--- src/rtl/arc_pkg.sv ---
package arc_pkg;

    // ************************************************************
    // Bus geometry
    // ************************************************************
    localparam int ADDR_W = 17;
    localparam int IDX_W = 15;

    // ************************************************************
    // Register indices; byte address is four times the index
    // ************************************************************
    localparam logic [IDX_W-1:0] IDX_BOARD_COMMAND = 15'h0064;
    localparam logic [IDX_W-1:0] IDX_INPUT_PATH_COUNT = 15'h0c30;
    localparam logic [IDX_W-1:0] IDX_FEATURE_QUERY_PATH = 15'h0c31;
    localparam logic [IDX_W-1:0] IDX_CHANNEL_ENABLE_MASK = 15'h2af8;
    localparam logic [IDX_W-1:0] IDX_ENABLED_CHANNEL_COUNT = 15'h2af9;
    localparam logic [IDX_W-1:0] IDX_CH0_INPUT_PATH = 15'h758a;
    localparam logic [IDX_W-1:0] IDX_CH1_INPUT_PATH = 15'h75ee;
    localparam logic [IDX_W-1:0] IDX_OUTPUT_CONTROL = 15'h0066;
    localparam logic [IDX_W-1:0] IDX_BOARD_STATUS = 15'h0067;

    // ************************************************************
    // Codes, fields and reset values
    // ************************************************************
    localparam logic [31:0] FULL_BOARD_RESET_CODE = 32'h0000_0001;
    localparam logic [1:0] FIRST_INPUT_ENABLE_BIT = 2'h1;
    localparam logic [1:0] SECOND_INPUT_ENABLE_BIT = 2'h2;
    localparam logic [31:0] INPUT_PATH_COUNT_VAL = 32'h0000_0002;
    localparam logic PATH_BUFFERED = 1'h0;
    localparam logic PATH_HF_50OHM = 1'h1;
    localparam int OUTCTL_TRIG_BIT = 0;
    localparam int OUTCTL_CLK_BIT = 1;
    localparam int STAT_MEM_VALID_BIT = 0;
    localparam int STAT_RST_BUSY_BIT = 1;
    localparam int STAT_INSTALLED_LSB = 4;
    localparam logic [1:0] CH_MASK_RST = 2'h1;
    localparam logic FEAT_PATH_RST = 1'h0;
    localparam logic CH_PATH_RST = 1'h0;

    // ************************************************************
    // Sample memory and timing
    // ************************************************************
    localparam int MEM_LOG2 = 24;
    localparam logic [MEM_LOG2:0] MEM_TOTAL_SAMPLES = 25'h100_0000;
    localparam int CLK_MHZ = 200;
    localparam int RST_PULSE_NS = 80;
    localparam int RST_PULSE_CYC_I = (RST_PULSE_NS * CLK_MHZ + 999) / 1000;
    localparam logic [7:0] RST_PULSE_CYC = 8'(RST_PULSE_CYC_I);

endpackage

--- src/rtl/arc_rst_if.sv ---
`timescale 1ns/100ps
`default_nettype none

interface arc_rst_if;
    logic req;
    logic active;
    logic board_rst_n;

    modport ctl (output req, input active, input board_rst_n);
    modport gen (input req, output active, output board_rst_n);
endinterface

`default_nettype wire

--- src/rtl/arc_cfg_regs.sv ---
// What the document requires of this block and its host
// RL1 - Writing code 1h to board_command resets software state and hardware.
// RL2 - The commanded reset acts on hardware exactly like power-on reset.
// RL3 - Commanded reset returns all settings, channel enables and paths, to default.
// RL4 - Commanded reset marks acquired sample memory contents invalid.
// RL5 - Commanded reset disables trigger and clock outputs.
// RL6 - Host issues a reset automatically on first driver load.
// RL7 - Programs should reset the board before any other configuration.
// RL8 - Channel enable bitmap: 1 enables channel 0, 2 channel 1; used next run.
// RL9 - Only masks 1h, 2h, 3h accepted; others rejected with an error.
// RL10 - Masks naming channels not installed are refused.
// RL11 - Channel enable reads return the programmed bitmap at any time.
// RL12 - Channel count register returns number of enabled channels.
// RL13 - Sample memory is shared among enabled channels only.
// RL14 - Path count register returns number of analog input paths.
// RL15 - Feature query path selector never changes any channel's active path.
// RL16 - Host sets feature query path before reading path features.
// RL17 - Each channel has its own read/write input path register.
// RL18 - Path value 0 selects buffered path, 1 the 50 ohm HF path.
// RL19 - Each channel path defaults to buffered after reset.
// RL20 - board_command is write-only; reset code acts once as a pulse.
`timescale 1ns/100ps
`default_nettype none

module arc_cfg_regs
    import arc_pkg::*;
(
    input wire logic pclk,
    input wire logic presetn,
    input wire logic psel,
    input wire logic penable,
    input wire logic pwrite,
    input wire logic [31:0] paddr,
    input wire logic [31:0] pwdata,
    output logic [31:0] prdata,
    output logic pready,
    output logic pslverr,
    input wire logic [1:0] installed_ch_mask,
    input wire logic run_start,
    input wire logic run_done,
    output logic [1:0] run_channel_mask,
    output logic ch0_path_sel,
    output logic ch1_path_sel,
    output logic mem_data_valid,
    output logic [MEM_LOG2:0] samples_per_channel,
    output logic trig_out_enable,
    output logic clk_out_enable,
    output logic board_reset_n
);

    // ************************************************************
    // State
    // ************************************************************
    typedef struct packed {
        logic pready;
        logic pslverr;
        logic [31:0] prdata;
        logic [1:0] ch_mask;
        logic feat_path;
        logic ch0_path;
        logic ch1_path;
        logic [1:0] run_mask;
        logic mem_valid;
        logic trig_out_en;
        logic clk_out_en;
        logic [MEM_LOG2:0] per_ch;
        logic [1:0] strap_s1;
        logic [1:0] strap_s2;
        logic rst_req;
    } arc_cfg_st_t;

    localparam arc_cfg_st_t ST_RST = '{
        pready: 1'b0,
        pslverr: 1'b0,
        prdata: 32'h0000_0000,
        ch_mask: CH_MASK_RST,
        feat_path: FEAT_PATH_RST,
        ch0_path: CH_PATH_RST,
        ch1_path: CH_PATH_RST,
        run_mask: CH_MASK_RST,
        mem_valid: 1'b0,
        trig_out_en: 1'b0,
        clk_out_en: 1'b0,
        per_ch: MEM_TOTAL_SAMPLES,
        strap_s1: 2'h0,
        strap_s2: 2'h0,
        rst_req: 1'b0
    };

    arc_cfg_st_t st_r;
    arc_cfg_st_t st_nxt;

    arc_rst_if rif ();

    arc_rst_gen u_rst_gen (
        .pclk(pclk),
        .presetn(presetn),
        .rif(rif.gen)
    );

    assign rif.req = st_r.rst_req;

    // ************************************************************
    // Helpers
    // ************************************************************
    function automatic logic [31:0] count_of(input logic [1:0] m);
        logic [31:0] c;
        c = 32'h0;
        c = c + {31'h0, m[0]};
        c = c + {31'h0, m[1]};
        return c;
    endfunction

    // A mask is legal only in the listed forms and only over fitted inputs
    function automatic logic mask_ok(input logic [31:0] v, input logic [1:0] inst);
        logic ok;
        ok = 1'b0;
        if (v == {30'h0, FIRST_INPUT_ENABLE_BIT} ||
            v == {30'h0, SECOND_INPUT_ENABLE_BIT} ||
            v == {30'h0, FIRST_INPUT_ENABLE_BIT | SECOND_INPUT_ENABLE_BIT}) begin
            ok = 1'b1; // RL9
        end
        if ((v[1:0] & ~inst) != 2'h0) begin
            ok = 1'b0; // RL10
        end
        return ok;
    endfunction

    function automatic logic path_ok(input logic [31:0] v);
        return v[31:1] == 31'h0;
    endfunction

    // ************************************************************
    // Address decode
    // ************************************************************
    logic [IDX_W-1:0] idx;
    logic addr_aligned;
    logic access_ph;
    logic commit;

    assign idx = paddr[ADDR_W-1:2];
    assign addr_aligned = (paddr[1:0] == 2'h0) && (paddr[31:ADDR_W] == 15'h0);
    // One wait state keeps pready, prdata and pslverr straight from flops
    assign access_ph = psel && penable && !st_r.pready;
    assign commit = psel && penable && st_r.pready && pwrite && !st_r.pslverr;

    logic [31:0] rd_val;
    logic acc_err;

    always_comb begin
        rd_val = 32'h0000_0000;
        acc_err = 1'b0;
        if (!addr_aligned) begin
            acc_err = 1'b1;
        end else begin
            unique case (idx)
                IDX_BOARD_COMMAND: begin
                    rd_val = 32'h0000_0000; // RL20
                end
                IDX_INPUT_PATH_COUNT: begin
                    rd_val = INPUT_PATH_COUNT_VAL; // RL14
                    acc_err = pwrite;
                end
                IDX_FEATURE_QUERY_PATH: begin
                    rd_val = {31'h0, st_r.feat_path};
                    acc_err = pwrite && !path_ok(pwdata);
                end
                IDX_CHANNEL_ENABLE_MASK: begin
                    rd_val = {30'h0, st_r.ch_mask}; // RL11
                    acc_err = pwrite && !mask_ok(pwdata, st_r.strap_s2); // RL9 RL10
                end
                IDX_ENABLED_CHANNEL_COUNT: begin
                    rd_val = count_of(st_r.ch_mask); // RL12
                    acc_err = pwrite;
                end
                IDX_CH0_INPUT_PATH: begin
                    rd_val = {31'h0, st_r.ch0_path}; // RL17
                    acc_err = pwrite && !path_ok(pwdata);
                end
                IDX_CH1_INPUT_PATH: begin
                    rd_val = {31'h0, st_r.ch1_path}; // RL17
                    acc_err = pwrite && !path_ok(pwdata);
                end
                IDX_OUTPUT_CONTROL: begin
                    rd_val[OUTCTL_TRIG_BIT] = st_r.trig_out_en;
                    rd_val[OUTCTL_CLK_BIT] = st_r.clk_out_en;
                end
                IDX_BOARD_STATUS: begin
                    rd_val[STAT_MEM_VALID_BIT] = st_r.mem_valid;
                    rd_val[STAT_RST_BUSY_BIT] = rif.active;
                    rd_val[STAT_INSTALLED_LSB +: 2] = st_r.strap_s2;
                    acc_err = pwrite;
                end
                default: begin
                    acc_err = 1'b1;
                end
            endcase
        end
        // Writes while the board is held in reset would be lost anyway
        if (pwrite && rif.active) begin
            acc_err = 1'b1;
        end
    end

    // ************************************************************
    // Next state
    // ************************************************************
    always_comb begin
        st_nxt = st_r;
        st_nxt.rst_req = 1'b0; // RL20
        st_nxt.strap_s1 = installed_ch_mask;
        st_nxt.strap_s2 = st_r.strap_s1;

        // Bus answer
        st_nxt.pready = access_ph;
        if (access_ph) begin
            st_nxt.pslverr = acc_err; // RL9
            st_nxt.prdata = pwrite ? 32'h0000_0000 : rd_val;
        end else begin
            st_nxt.pslverr = 1'b0;
            st_nxt.prdata = 32'h0000_0000;
        end

        // Writes take effect on the edge that completes the transfer
        if (commit) begin
            unique case (idx)
                IDX_BOARD_COMMAND: begin
                    if (pwdata == FULL_BOARD_RESET_CODE) begin
                        st_nxt.rst_req = 1'b1; // RL1 RL20
                    end
                end
                IDX_FEATURE_QUERY_PATH: begin
                    st_nxt.feat_path = pwdata[0]; // RL15
                end
                IDX_CHANNEL_ENABLE_MASK: begin
                    st_nxt.ch_mask = pwdata[1:0]; // RL8
                end
                IDX_CH0_INPUT_PATH: begin
                    st_nxt.ch0_path = pwdata[0]; // RL18
                end
                IDX_CH1_INPUT_PATH: begin
                    st_nxt.ch1_path = pwdata[0]; // RL18
                end
                IDX_OUTPUT_CONTROL: begin
                    st_nxt.trig_out_en = pwdata[OUTCTL_TRIG_BIT];
                    st_nxt.clk_out_en = pwdata[OUTCTL_CLK_BIT];
                end
                default: begin
                end
            endcase
        end

        // Acquisition run: mask and memory split are frozen at start
        if (run_start) begin
            st_nxt.run_mask = st_r.ch_mask; // RL8
            st_nxt.mem_valid = 1'b0;
            if (count_of(st_r.ch_mask) == 32'h2) begin
                st_nxt.per_ch = MEM_TOTAL_SAMPLES >> 1; // RL13
            end else begin
                st_nxt.per_ch = MEM_TOTAL_SAMPLES; // RL13
            end
        end else if (run_done) begin
            st_nxt.mem_valid = 1'b1;
        end

        // Commanded reset holds every setting at its power-on value
        if (st_r.rst_req || rif.active) begin
            st_nxt.ch_mask = CH_MASK_RST; // RL3
            st_nxt.feat_path = FEAT_PATH_RST; // RL3
            st_nxt.ch0_path = CH_PATH_RST; // RL19
            st_nxt.ch1_path = CH_PATH_RST; // RL19
            st_nxt.run_mask = CH_MASK_RST; // RL3
            st_nxt.per_ch = MEM_TOTAL_SAMPLES; // RL2
            st_nxt.mem_valid = 1'b0; // RL4
            st_nxt.trig_out_en = 1'b0; // RL5
            st_nxt.clk_out_en = 1'b0; // RL5
        end
    end

    always_ff @(posedge pclk or negedge presetn) begin
        if (!presetn) begin
            st_r <= ST_RST; // RL19
        end else begin
            st_r <= st_nxt;
        end
    end

    // ************************************************************
    // Outputs
    // ************************************************************
    assign prdata = st_r.prdata;
    assign pready = st_r.pready;
    assign pslverr = st_r.pslverr;
    assign run_channel_mask = st_r.run_mask;
    // Feature path is never routed here, so queries cannot move inputs
    assign ch0_path_sel = st_r.ch0_path; // RL15
    assign ch1_path_sel = st_r.ch1_path; // RL15
    assign mem_data_valid = st_r.mem_valid;
    assign samples_per_channel = st_r.per_ch;
    assign trig_out_enable = st_r.trig_out_en;
    assign clk_out_enable = st_r.clk_out_en;
    assign board_reset_n = rif.board_rst_n; // RL2

endmodule

`default_nettype wire

--- src/rtl/arc_rst_gen.sv ---
`timescale 1ns/100ps
`default_nettype none

module arc_rst_gen
    import arc_pkg::*;
(
    input wire logic pclk,
    input wire logic presetn,
    arc_rst_if.gen rif
);

    typedef struct packed {
        logic [7:0] cnt;
        logic active;
        logic board_rst_n;
    } arc_gen_st_t;

    arc_gen_st_t st_r;
    arc_gen_st_t st_nxt;

    // ************************************************************
    // Reset pulse stretcher
    // ************************************************************
    // A fixed-width pulse so the rest of the board sees the same
    // reset it gets at power-on, not a single-cycle glitch
    always_comb begin
        st_nxt = st_r;
        if (st_r.active) begin
            if (st_r.cnt == 8'h00) begin
                st_nxt.active = 1'b0;
                st_nxt.board_rst_n = 1'b1;
            end else begin
                st_nxt.cnt = st_r.cnt - 8'h01;
            end
        end else if (rif.req) begin
            st_nxt.cnt = RST_PULSE_CYC - 8'h01; // RL2
            st_nxt.active = 1'b1; // RL1
            st_nxt.board_rst_n = 1'b0; // RL2
        end
    end

    always_ff @(posedge pclk or negedge presetn) begin
        if (!presetn) begin
            st_r <= '{cnt: 8'h00, active: 1'b0, board_rst_n: 1'b1};
        end else begin
            st_r <= st_nxt;
        end
    end

    assign rif.active = st_r.active;
    assign rif.board_rst_n = st_r.board_rst_n;

endmodule

`default_nettype wire

--- config.mk ---
export PLATFORM = sky130hd
export DESIGN_NAME = arc_cfg_regs
export DESIGN_NICKNAME = d
export VERILOG_FILES = /design/src/rtl/arc_pkg.sv /design/src/rtl/arc_rst_if.sv /design/src/rtl/arc_cfg_regs.sv /design/src/rtl/arc_rst_gen.sv
export SDC_FILE = /design/constraint.sdc
export NUM_CORES = 1
export LEC_CHECK = 0
export BUFFER_PORTS_ARGS = -buffer_cell sky130_fd_sc_hd__buf_2
export CAP_MARGIN = 20
export CORE_ASPECT_RATIO = 1.4
export CORE_MARGIN = 2
export CORE_UTILIZATION = 41
export DETAILED_ROUTE_END_ITERATION = 12
export PLACE_DENSITY = 0.79
export SETUP_SLACK_MARGIN = 0.15
export SKIP_CTS_REPAIR_TIMING = 1
export SYNTH_ARGS = -nofsm -noshare
export SYNTH_HDL_FRONTEND = slang
export SYNTH_HIERARCHICAL = 1
export SYNTH_SLANG_ARGS = --single-unit
--- constraint.sdc ---
create_clock -name pclk -period 1.7 [get_ports pclk]
set_input_delay 0.255 -clock pclk [delete_from_list [all_inputs] [get_ports pclk]]
set_output_delay 0.255 -clock pclk [all_outputs]
set_load 0.01 [all_outputs]
* After elaboration in Yosys (flattened, before gate mapping) *
Index checks and enable logic that the tools add are counted.

cells by class
  bitwise gates (word level) = 2
  reductions and logical operators = 40
  equal/unequal tests = 15
  $add $sub $neg = 2
  multiplexer cells = 32

operator list
  cell                  count
  $eq 32x2->1 const B   2
  $mux 32               2
  $mux 25               2
  $eq 15x7->1 const B   3
  $mux 35               1
  $mux 33               1
  $eq 32x1->1 const B   1
  $logic_not 31->1      1
  $eq 15x12->1 const B  2
  $eq 15x14->1 const B  2
  $eq 15x15->1 const B  2
  $mux 10               2
  $reduce_bool 2->1     9
  $pmux 2 s8            1
  $logic_not 15->1      1
  $mux 1                14
  $reduce_and 2->1      7
  $mux 2                5
  $logic_and 1x1->1     9
  $logic_not 8->1       1
  $mux 8                1
  $sub 8x1->8 const B   1
  $reduce_or 3->1       2
  $mux 5                1
  12 further kinds      18

word-level totals
  output and inout bits = 67
  word-level logic and storage cells = 109
  register bits after elaboration = 84

* Longest topological paths before layout *
Gate-level depths: netlist (run 1).

  depth after elaboration = 13
  mapped depth = 6
  mapped depth without buffers = 6

* By module *
The synthesis (run 1) kept the hierarchy.

modules (own cells, without submodules)
  module        cells each  sequential area each (um2)  times used  area each (um2)
  arc_cfg_regs  201         579.3                       1           1786.7
  arc_rst_gen   58          251.5                       1           560.5

* Least setup slack after synthesis (run 1) *
Ideal clock, no wire load.

  kind = reg2reg
  start point = reg st_r (netlist bit pready)
  end point = reg st_r (netlist bit clk_out_enable)
  clock period less this slack = 1.583 ns
  arrival time = 1.453 ns
  library setup time = 0.130 ns
  stages on the path, launching flop included = 6
  buffers on the path = 0
  slack = 0.117 ns
  path through = dfrtp_1 nand2_1 or3_1 or4_4 mux2i_1 nor2_1

between the ends
  word-level cells in the longest chain between the ends = 5

ends and longest elaborated chain
  element                         RTL line             source
  start, declared                 arc_cfg_regs.sv:90   arc_cfg_st_t st_r;
  start signal, assigned          arc_cfg_regs.sv:284  st_r <= st_nxt;
  $logic_and 1x1->1 (3 in a row)  arc_cfg_regs.sv:145  assign commit = psel && penable && st_r.pready && pwrite && !st_r.pslverr;
  $reduce_bool 2->1 (no line)     -
  $reduce_and 2->1 (no line)      -

No other way between the ends.
A chain may end at the register's enable or synchronous reset.

* Final worst setup path (run 1) *
Same ends and word-level chain as after synthesis.

==> impl_metrics.py, run 1 <==
metrics = {
    "pwr": {
        "p_total_mw": 1.58,
        "power_switching_mw": 0.415,
        "p_sw_share_pct": 26.3,
        "power_density_nw_per_um2": 554,
        "peakVddDrop_mv": 0.303,
        "p_clk_share_pct": 35.7,
        "pwr-share-comb_pct": 13.5,
        "leakage_nw": 1.48,
        "seq_power_share_pct": 50.7,
        "power.internal_mw": 1.16,
    },
    "cts": {
        "clkLatencyLatePin_ns": 0.29,
        "clockBufferDepth": 2,
        "cts_tree": "yes",
        "clk_pin_slew_ns": 0.07,
        "cts_htree_levels": 2,
        "cts_buffers": 5,
        "cts.sinks": 33,
        "root_buffer": "clkbuf_8",
    },
    "min_path": {
        "worstHoldPathType": "in2async",
    },
    "drt": {
        "wirelength_mm": 5.34,
        "ant_nets": 0,
        "drt_iter0_markers": 79,
        "via_per_inst": 4.96,
        "wl_per_cell_microns": 12.5,
        "drtPass1Iterations": 4,
        "drc": 0,
        "routed-via-count": 2115,
    },
    "synth": {
        "synth_area_per_cell_sq_um": 9.06,
        "synth_edf_count": 0,
        "synth.ff_latch_count": 33,
        "ys.flop_type": "dfrtp_1",
        "seq_area_frac_synth_pct": 35.4,
        "synthCells": 259,
        "ys_types": 48,
        "async_flop_share_pct": 100,
        "yosys_warnings": 6,
        "syn_area_sq_um": 2350,
    },
    "placement": {
        "place_ws_ns": -0.0954,
        "place.gp.congestion": 0.878,
        "dp.cells": 416,
        "io_buffers": 88,
        "dp_hpwl_mm": 4.30,
    },
    "floorplan": {
        "fp.dieW_microns": 67.9,
        "core_area_sq_um": 5530,
        "die_h_microns": 93.5,
        "row_count": 32,
        "design.die.area_sq_um": 6350,
        "io_pins": 140,
        "start_util_pct": 42.5,
    },
    "sta": {
        "rsz0062_at_grt": "yes",
        "timing.final.ws_setup_ns": 0.111,
        "final_hold_viol_count": 0,
        "setup_viol": 0,
        "maxSlewViolCount": 0,
        "maxSlewHeadroom_pct": 52.1,
        "fmaxAchievable_mhz": 629,
        "min_period_ns": 1.59,
        "fin_tns_setup_ns": 0,
        "tightestPinTransition_ns": 0.719,
        "fin_crit_sh_pct": 93.5,
        "fin_skew_ns": 0.0100,
    },
    "setup_path": {
        "crit_chain": "nand2_2 -> or3_4 -> or4_4 -> mux2i_1 -> nor2_1",
        "worst_setup_path_start_kind": "register",
        "cp.arrival_ns": 1.76,
        "reg2reg_from": "pready",
        "critPathTopFamily": "simple AND/OR/NAND/NOR gates",
        "ff2ff_path_depth": 5,
        "rr_endpoint": "clk_out_enable",
        "critPathCaptureType": "register",
        "r2r_slack_ns": 0.11,
        "cpPeakStageDelay_ns": 0.44,
        "worstPathMaxFanout": 4,
        "required_ns": 1.88,
        "crit_buf_inv": 0,
        "path_class": "reg2reg",
        "critPathSlowestCell": "or4_4",
    },
    "global_route": {
        "antenna_found_initial": 0,
        "track_usage_pct": 16.7,
        "grt_pass1_vias": 1944,
        "grt_overflow": 0,
        "grt_max_degree": 34,
        "grt_pass1_wl_mm": 8.12,
    },
    "finish": {
        "layout-drive-gt1-share_pct": 38.0,
        "area_growth_pct": 21.3,
        "n_antenna_cell": 0,
        "finalNetCount": 432,
        "register_area_sq_um": 831,
        "fin_cells": 426,
        "nFillCells": 524,
        "multi_input_area_sq_um": 1250,
    },
    "flow_run": {
        "drv_cap": 0,
    },
    "status": {
        "status": "complete, no violations",
    },
}
[power groups by stage]
| stage | Sequential, mW | Clock (mW) | Combinational (mW) |
|---|---|---|---|
| 2_1_floorplan | 0.815 | 0 | 0.173 |
| 3_3_place_gp | 0.814 | 0 | 0.208 |
| 3_5_place_dp | 0.814 | 0 | 0.212 |
| 4_1_cts | 0.800 | 0.577 | 0.212 |
| 5_1_grt | 0.800 | 0.618 | 0.242 |
| 6_report | 0.800 | 0.564 | 0.213 |
[Yosys cell counts, types with 5 or more instances]
cell / number / area share (%)
nand2_1: 14 / 2.2
a31oi_1: 6 / 1.6
a21oi_1: 10 / 2.1
buf_4: 59 / 19
dfrtp_1: 29 / 31
mux2i_1: 13 / 5.5
inv_1: 10 / 1.6
and3_1: 5 / 1.3
nor4_1: 11 / 2.9
nor2_1: 26 / 4.2
nor3_1: 7 / 1.5
[state kept, by name, summed over array words and instances (netlist names)]
register                   cells
prdata                         4
st_r                           5
st_nxt                         2
pready                         1
u_rst_gen/st_r                 8
samples_per_channel            2
rif.req                        1
u_rst_gen/rif.board_rst_n      1
u_rst_gen/rif.active           1
pslverr                        1
ch0_path_sel                   1
ch1_path_sel                   1
run_channel_mask               2
mem_data_valid                 1
clk_out_enable                 1
trig_out_enable                1
[per-layer routing]
layer  global-route usage [%]  wire length, microns  vias to the layer above
met5                        0                     0                        -
met1                     15.5                  1850                      990
met2                     32.1                  2930                      104
met4                     6.33                    91                        0
li1                         -                     -                     1012
met3                     5.29                   469                        9
[through the flow]
step | util [%] | instance area, sq um | hold slack (ns)
floorplan | - | 2540 | -0.0406
CTS | 50.5 | 2790 | 0.0426
detailed placement | 49.0 | 2710 | 0.338
finish | 51.5 | 2850 | 0.0213
global route | 51.5 | 2850 | 0.0607
global placement | 49.0 | 2710 | 0.338
[worst max path at each step]
stage               startpoint              end  slack [ns]  depth (start not counted)
floorplan               pready   clk_out_enable        0.13                          5
global placement      paddr[5]  trig_out_enable       -0.03                          6
detailed placement    paddr[5]          pslverr        -0.1                          7
CTS                     pready  trig_out_enable        0.11                          5
global route            pready   clk_out_enable        0.06                          5
finish                  pready   clk_out_enable        0.11                          5
[worst reg2reg max path, stage by stage (launching register included)]
cell	delay [ns]
dfrtp_1	0.39
nand2_2	0.07
or3_4	0.36
or4_4	0.45
mux2i_1	0.16
nor2_1	0.05
[area by class of cell]
| class | count | share of cell area (%) |
|---|---|---|
| well taps | 68 | 2.99 |
| flip-flops and latches | 33 | 29.2 |
| repair buffers | 103 | 19.6 |
| inverters | 10 | 1.32 |
| clock inverters | 2 | 0.351 |
| clock buffers | 6 | 2.55 |
| multi-input cells | 204 | 44.1 |
[cells by family after synthesis]
logic type | share of synthesized area [%]
fa+ha+maj | 1.07
other cells | 0.160
mux | 5.54
compound gates | 10.4
flops | 35.4
simple gates | 26.4
buf+inv | 21.0
[layout by cell type, fill, tap and decap left out, drive strengths merged, types with 7 or more instances in the layout]
| cell | count |
|---|---|
| nand2 | 15 |
| nor3 | 7 |
| mux2i | 13 |
| a21oi | 10 |
| dfrtp | 29 |
| nor2 | 26 |
| inv | 10 |
| buf | 103 |
| nor4 | 13 |
| conb | 51 |
Power figures use the tool's default switching activity.
==> inputs of run 2 (changes only) <==
--- a/config.mk
+++ b/config.mk
@@ -12,6 +12,7 @@
 export CORE_UTILIZATION = 41
 export DETAILED_ROUTE_END_ITERATION = 12
 export PLACE_DENSITY = 0.79
+export RECOVER_POWER = 50
 export SETUP_SLACK_MARGIN = 0.15
 export SKIP_CTS_REPAIR_TIMING = 1
 export SYNTH_ARGS = -nofsm -noshare
==> run 2 against run 1 <==
Net effect:
- flip-flop and latch count is the same
- design area decreased by 0.22%
- critical path depth stayed put
- setup slack barely moved
- sequential share of layout area increased by 0.064 points
- non-clock buffer count did not move
- critical endpoint unchanged
- routed wire length hardly changed
==> impl_metrics.py, run 2 (same netlist as run 1, synthesis figures left out) <==
metrics = {
    "status": {
        "status": "complete, no violations",
    },
    "sta": {
        "min_period_ns": 1.59,
        "fin_crit_sh_pct": 93.4,
        "timing.final.ws_setup_ns": 0.112,
        "fin_skew_ns": 0.00980,
        "fin_tns_setup_ns": 0,
        "final_hold_viol_count": 0,
        "maxSlewHeadroom_pct": 46.5,
        "rsz0062_at_grt": "yes",
        "maxSlewViolCount": 0,
        "fmaxAchievable_mhz": 630,
        "setup_viol": 0,
        "tightestPinTransition_ns": 0.803,
    },
    "floorplan": {
        "design.die.area_sq_um": 6350,
        "io_pins": 140,
        "row_count": 32,
        "start_util_pct": 42.5,
        "fp.dieW_microns": 67.9,
        "core_area_sq_um": 5530,
        "die_h_microns": 93.5,
    },
    "global_route": {
        "grt_max_degree": 34,
        "grt_overflow": 0,
        "grt_pass1_vias": 1944,
        "track_usage_pct": 16.7,
        "antenna_found_initial": 0,
        "grt_pass1_wl_mm": 8.12,
    },
    "finish": {
        "layout-drive-gt1-share_pct": 37.2,
        "layout_common_cells": "85 x buf_2, 51 x conb_1, 29 x dfrtp_1",
        "regMostFlops": "u_rst_gen/st_r",
        "n_antenna_cell": 0,
        "largest_register_ffs": 8,
        "layout_commonest_cell": "buf_2",
        "finalNetCount": 432,
        "area_growth_pct": 21.1,
    },
    "drt": {
        "drc": 0,
        "via_per_inst": 4.97,
        "drtPass1Iterations": 4,
        "wl_per_cell_microns": 12.5,
        "ant_nets": 0,
        "routed-via-count": 2116,
        "wirelength_mm": 5.34,
        "drt_iter0_markers": 79,
    },
    "setup_path": {
        "crit_chain": "nand2_2 -> or3_4 -> or4_4 -> mux2i_1 -> nor2_1",
        "cpPeakStageDelay_ns": 0.44,
        "critPathSlowestCell": "or4_4",
        "critPathTopFamily": "simple AND/OR/NAND/NOR gates",
        "crit_buf_inv": 0,
        "path_class": "reg2reg",
        "critPathCaptureType": "register",
        "required_ns": 1.88,
        "cp.arrival_ns": 1.76,
        "worst_setup_path_start_kind": "register",
        "worstPathMaxFanout": 4,
    },
    "cts": {
        "cts.sinks": 33,
        "cts_tree": "yes",
        "clkLatencyLatePin_ns": 0.29,
        "clk_pin_slew_ns": 0.07,
        "cts_buffers": 5,
        "root_buffer": "clkbuf_8",
        "clockBufferDepth": 2,
        "cts_htree_levels": 2,
    },
    "placement": {
        "dp_hpwl_mm": 4.30,
        "io_buffers": 88,
        "place_ws_ns": -0.0954,
        "place.gp.congestion": 0.878,
    },
    "min_path": {
        "worstHoldPathType": "in2async",
    },
    "pwr": {
        "peakVddDrop_mv": 0.303,
        "power_density_nw_per_um2": 555,
        "p_total_mw": 1.58,
        "leakage_nw": 1.47,
    },
    "flow_run": {
        "drv_cap": 0,
    },
}
run 2: through the flow:
step	utilization [%]	area, sq um	hold WS [ns]	std cells
detailed placement	49.0	2710	0.338	416
finish	51.4	2840	0.0479	426
global route	51.4	2840	0.0607	426
global placement	49.0	2710	0.338	416
CTS	50.5	2790	0.0426	424
floorplan	-	2540	-0.0406	309
run 2: final timing paths:
check	from	to	slack, ns	cells after the start
setup / recovery	pready	clk_out_enable	0.11	5
hold / removal	presetn	rif.req	0.05	1
setup reg to reg	pready	clk_out_enable	0.11	5
hold reg to reg	st_nxt[2]	st_r[2]	0.35	0
max in group asynchronous	presetn	u_rst_gen/st_r[6]	1.15	1
min in group pclk	installed_ch_mask[1]	st_nxt[2]	0.07	1
run 2: final cells by class:
| class | instances | area (sq um) |
|---|---|---|
| clock buffer | 6 | 72.6 |
| clock inverter | 2 | 10.0 |
| fill | 527 | 2680 |
| inverter | 10 | 37.5 |
| multi-input combinational | 204 | 1250 |
| sequential | 33 | 831 |
| tap | 68 | 85.1 |
| timing repair buffer | 103 | 551 |
run 2: power by group:
group	switching, mW	leakage (nW)	internal, mW
Clock	0.280	0.0450	0.283
Combinational	0.129	0.991	0.0842
Sequential	0.00521	0.435	0.795
run 2: per-layer routing:
metal  share of wire [%]  track usage (%)  vias to the layer above  routed length (microns)
li1                    -                -                     1012                        -
met1                  35             15.5                      991                     1850
met5                   0                0                        -                        0
met3                 8.8             5.29                        9                      470
met4                 1.7             6.33                        0                       91
met2                  55             32.1                      104                     2930
run 2: worst register-to-register path, cell delays in order (launching register included):
cell	delay [ns]
dfrtp_1	0.39
nand2_2	0.07
or3_4	0.36
or4_4	0.45
mux2i_1	0.16
nor2_1	0.05
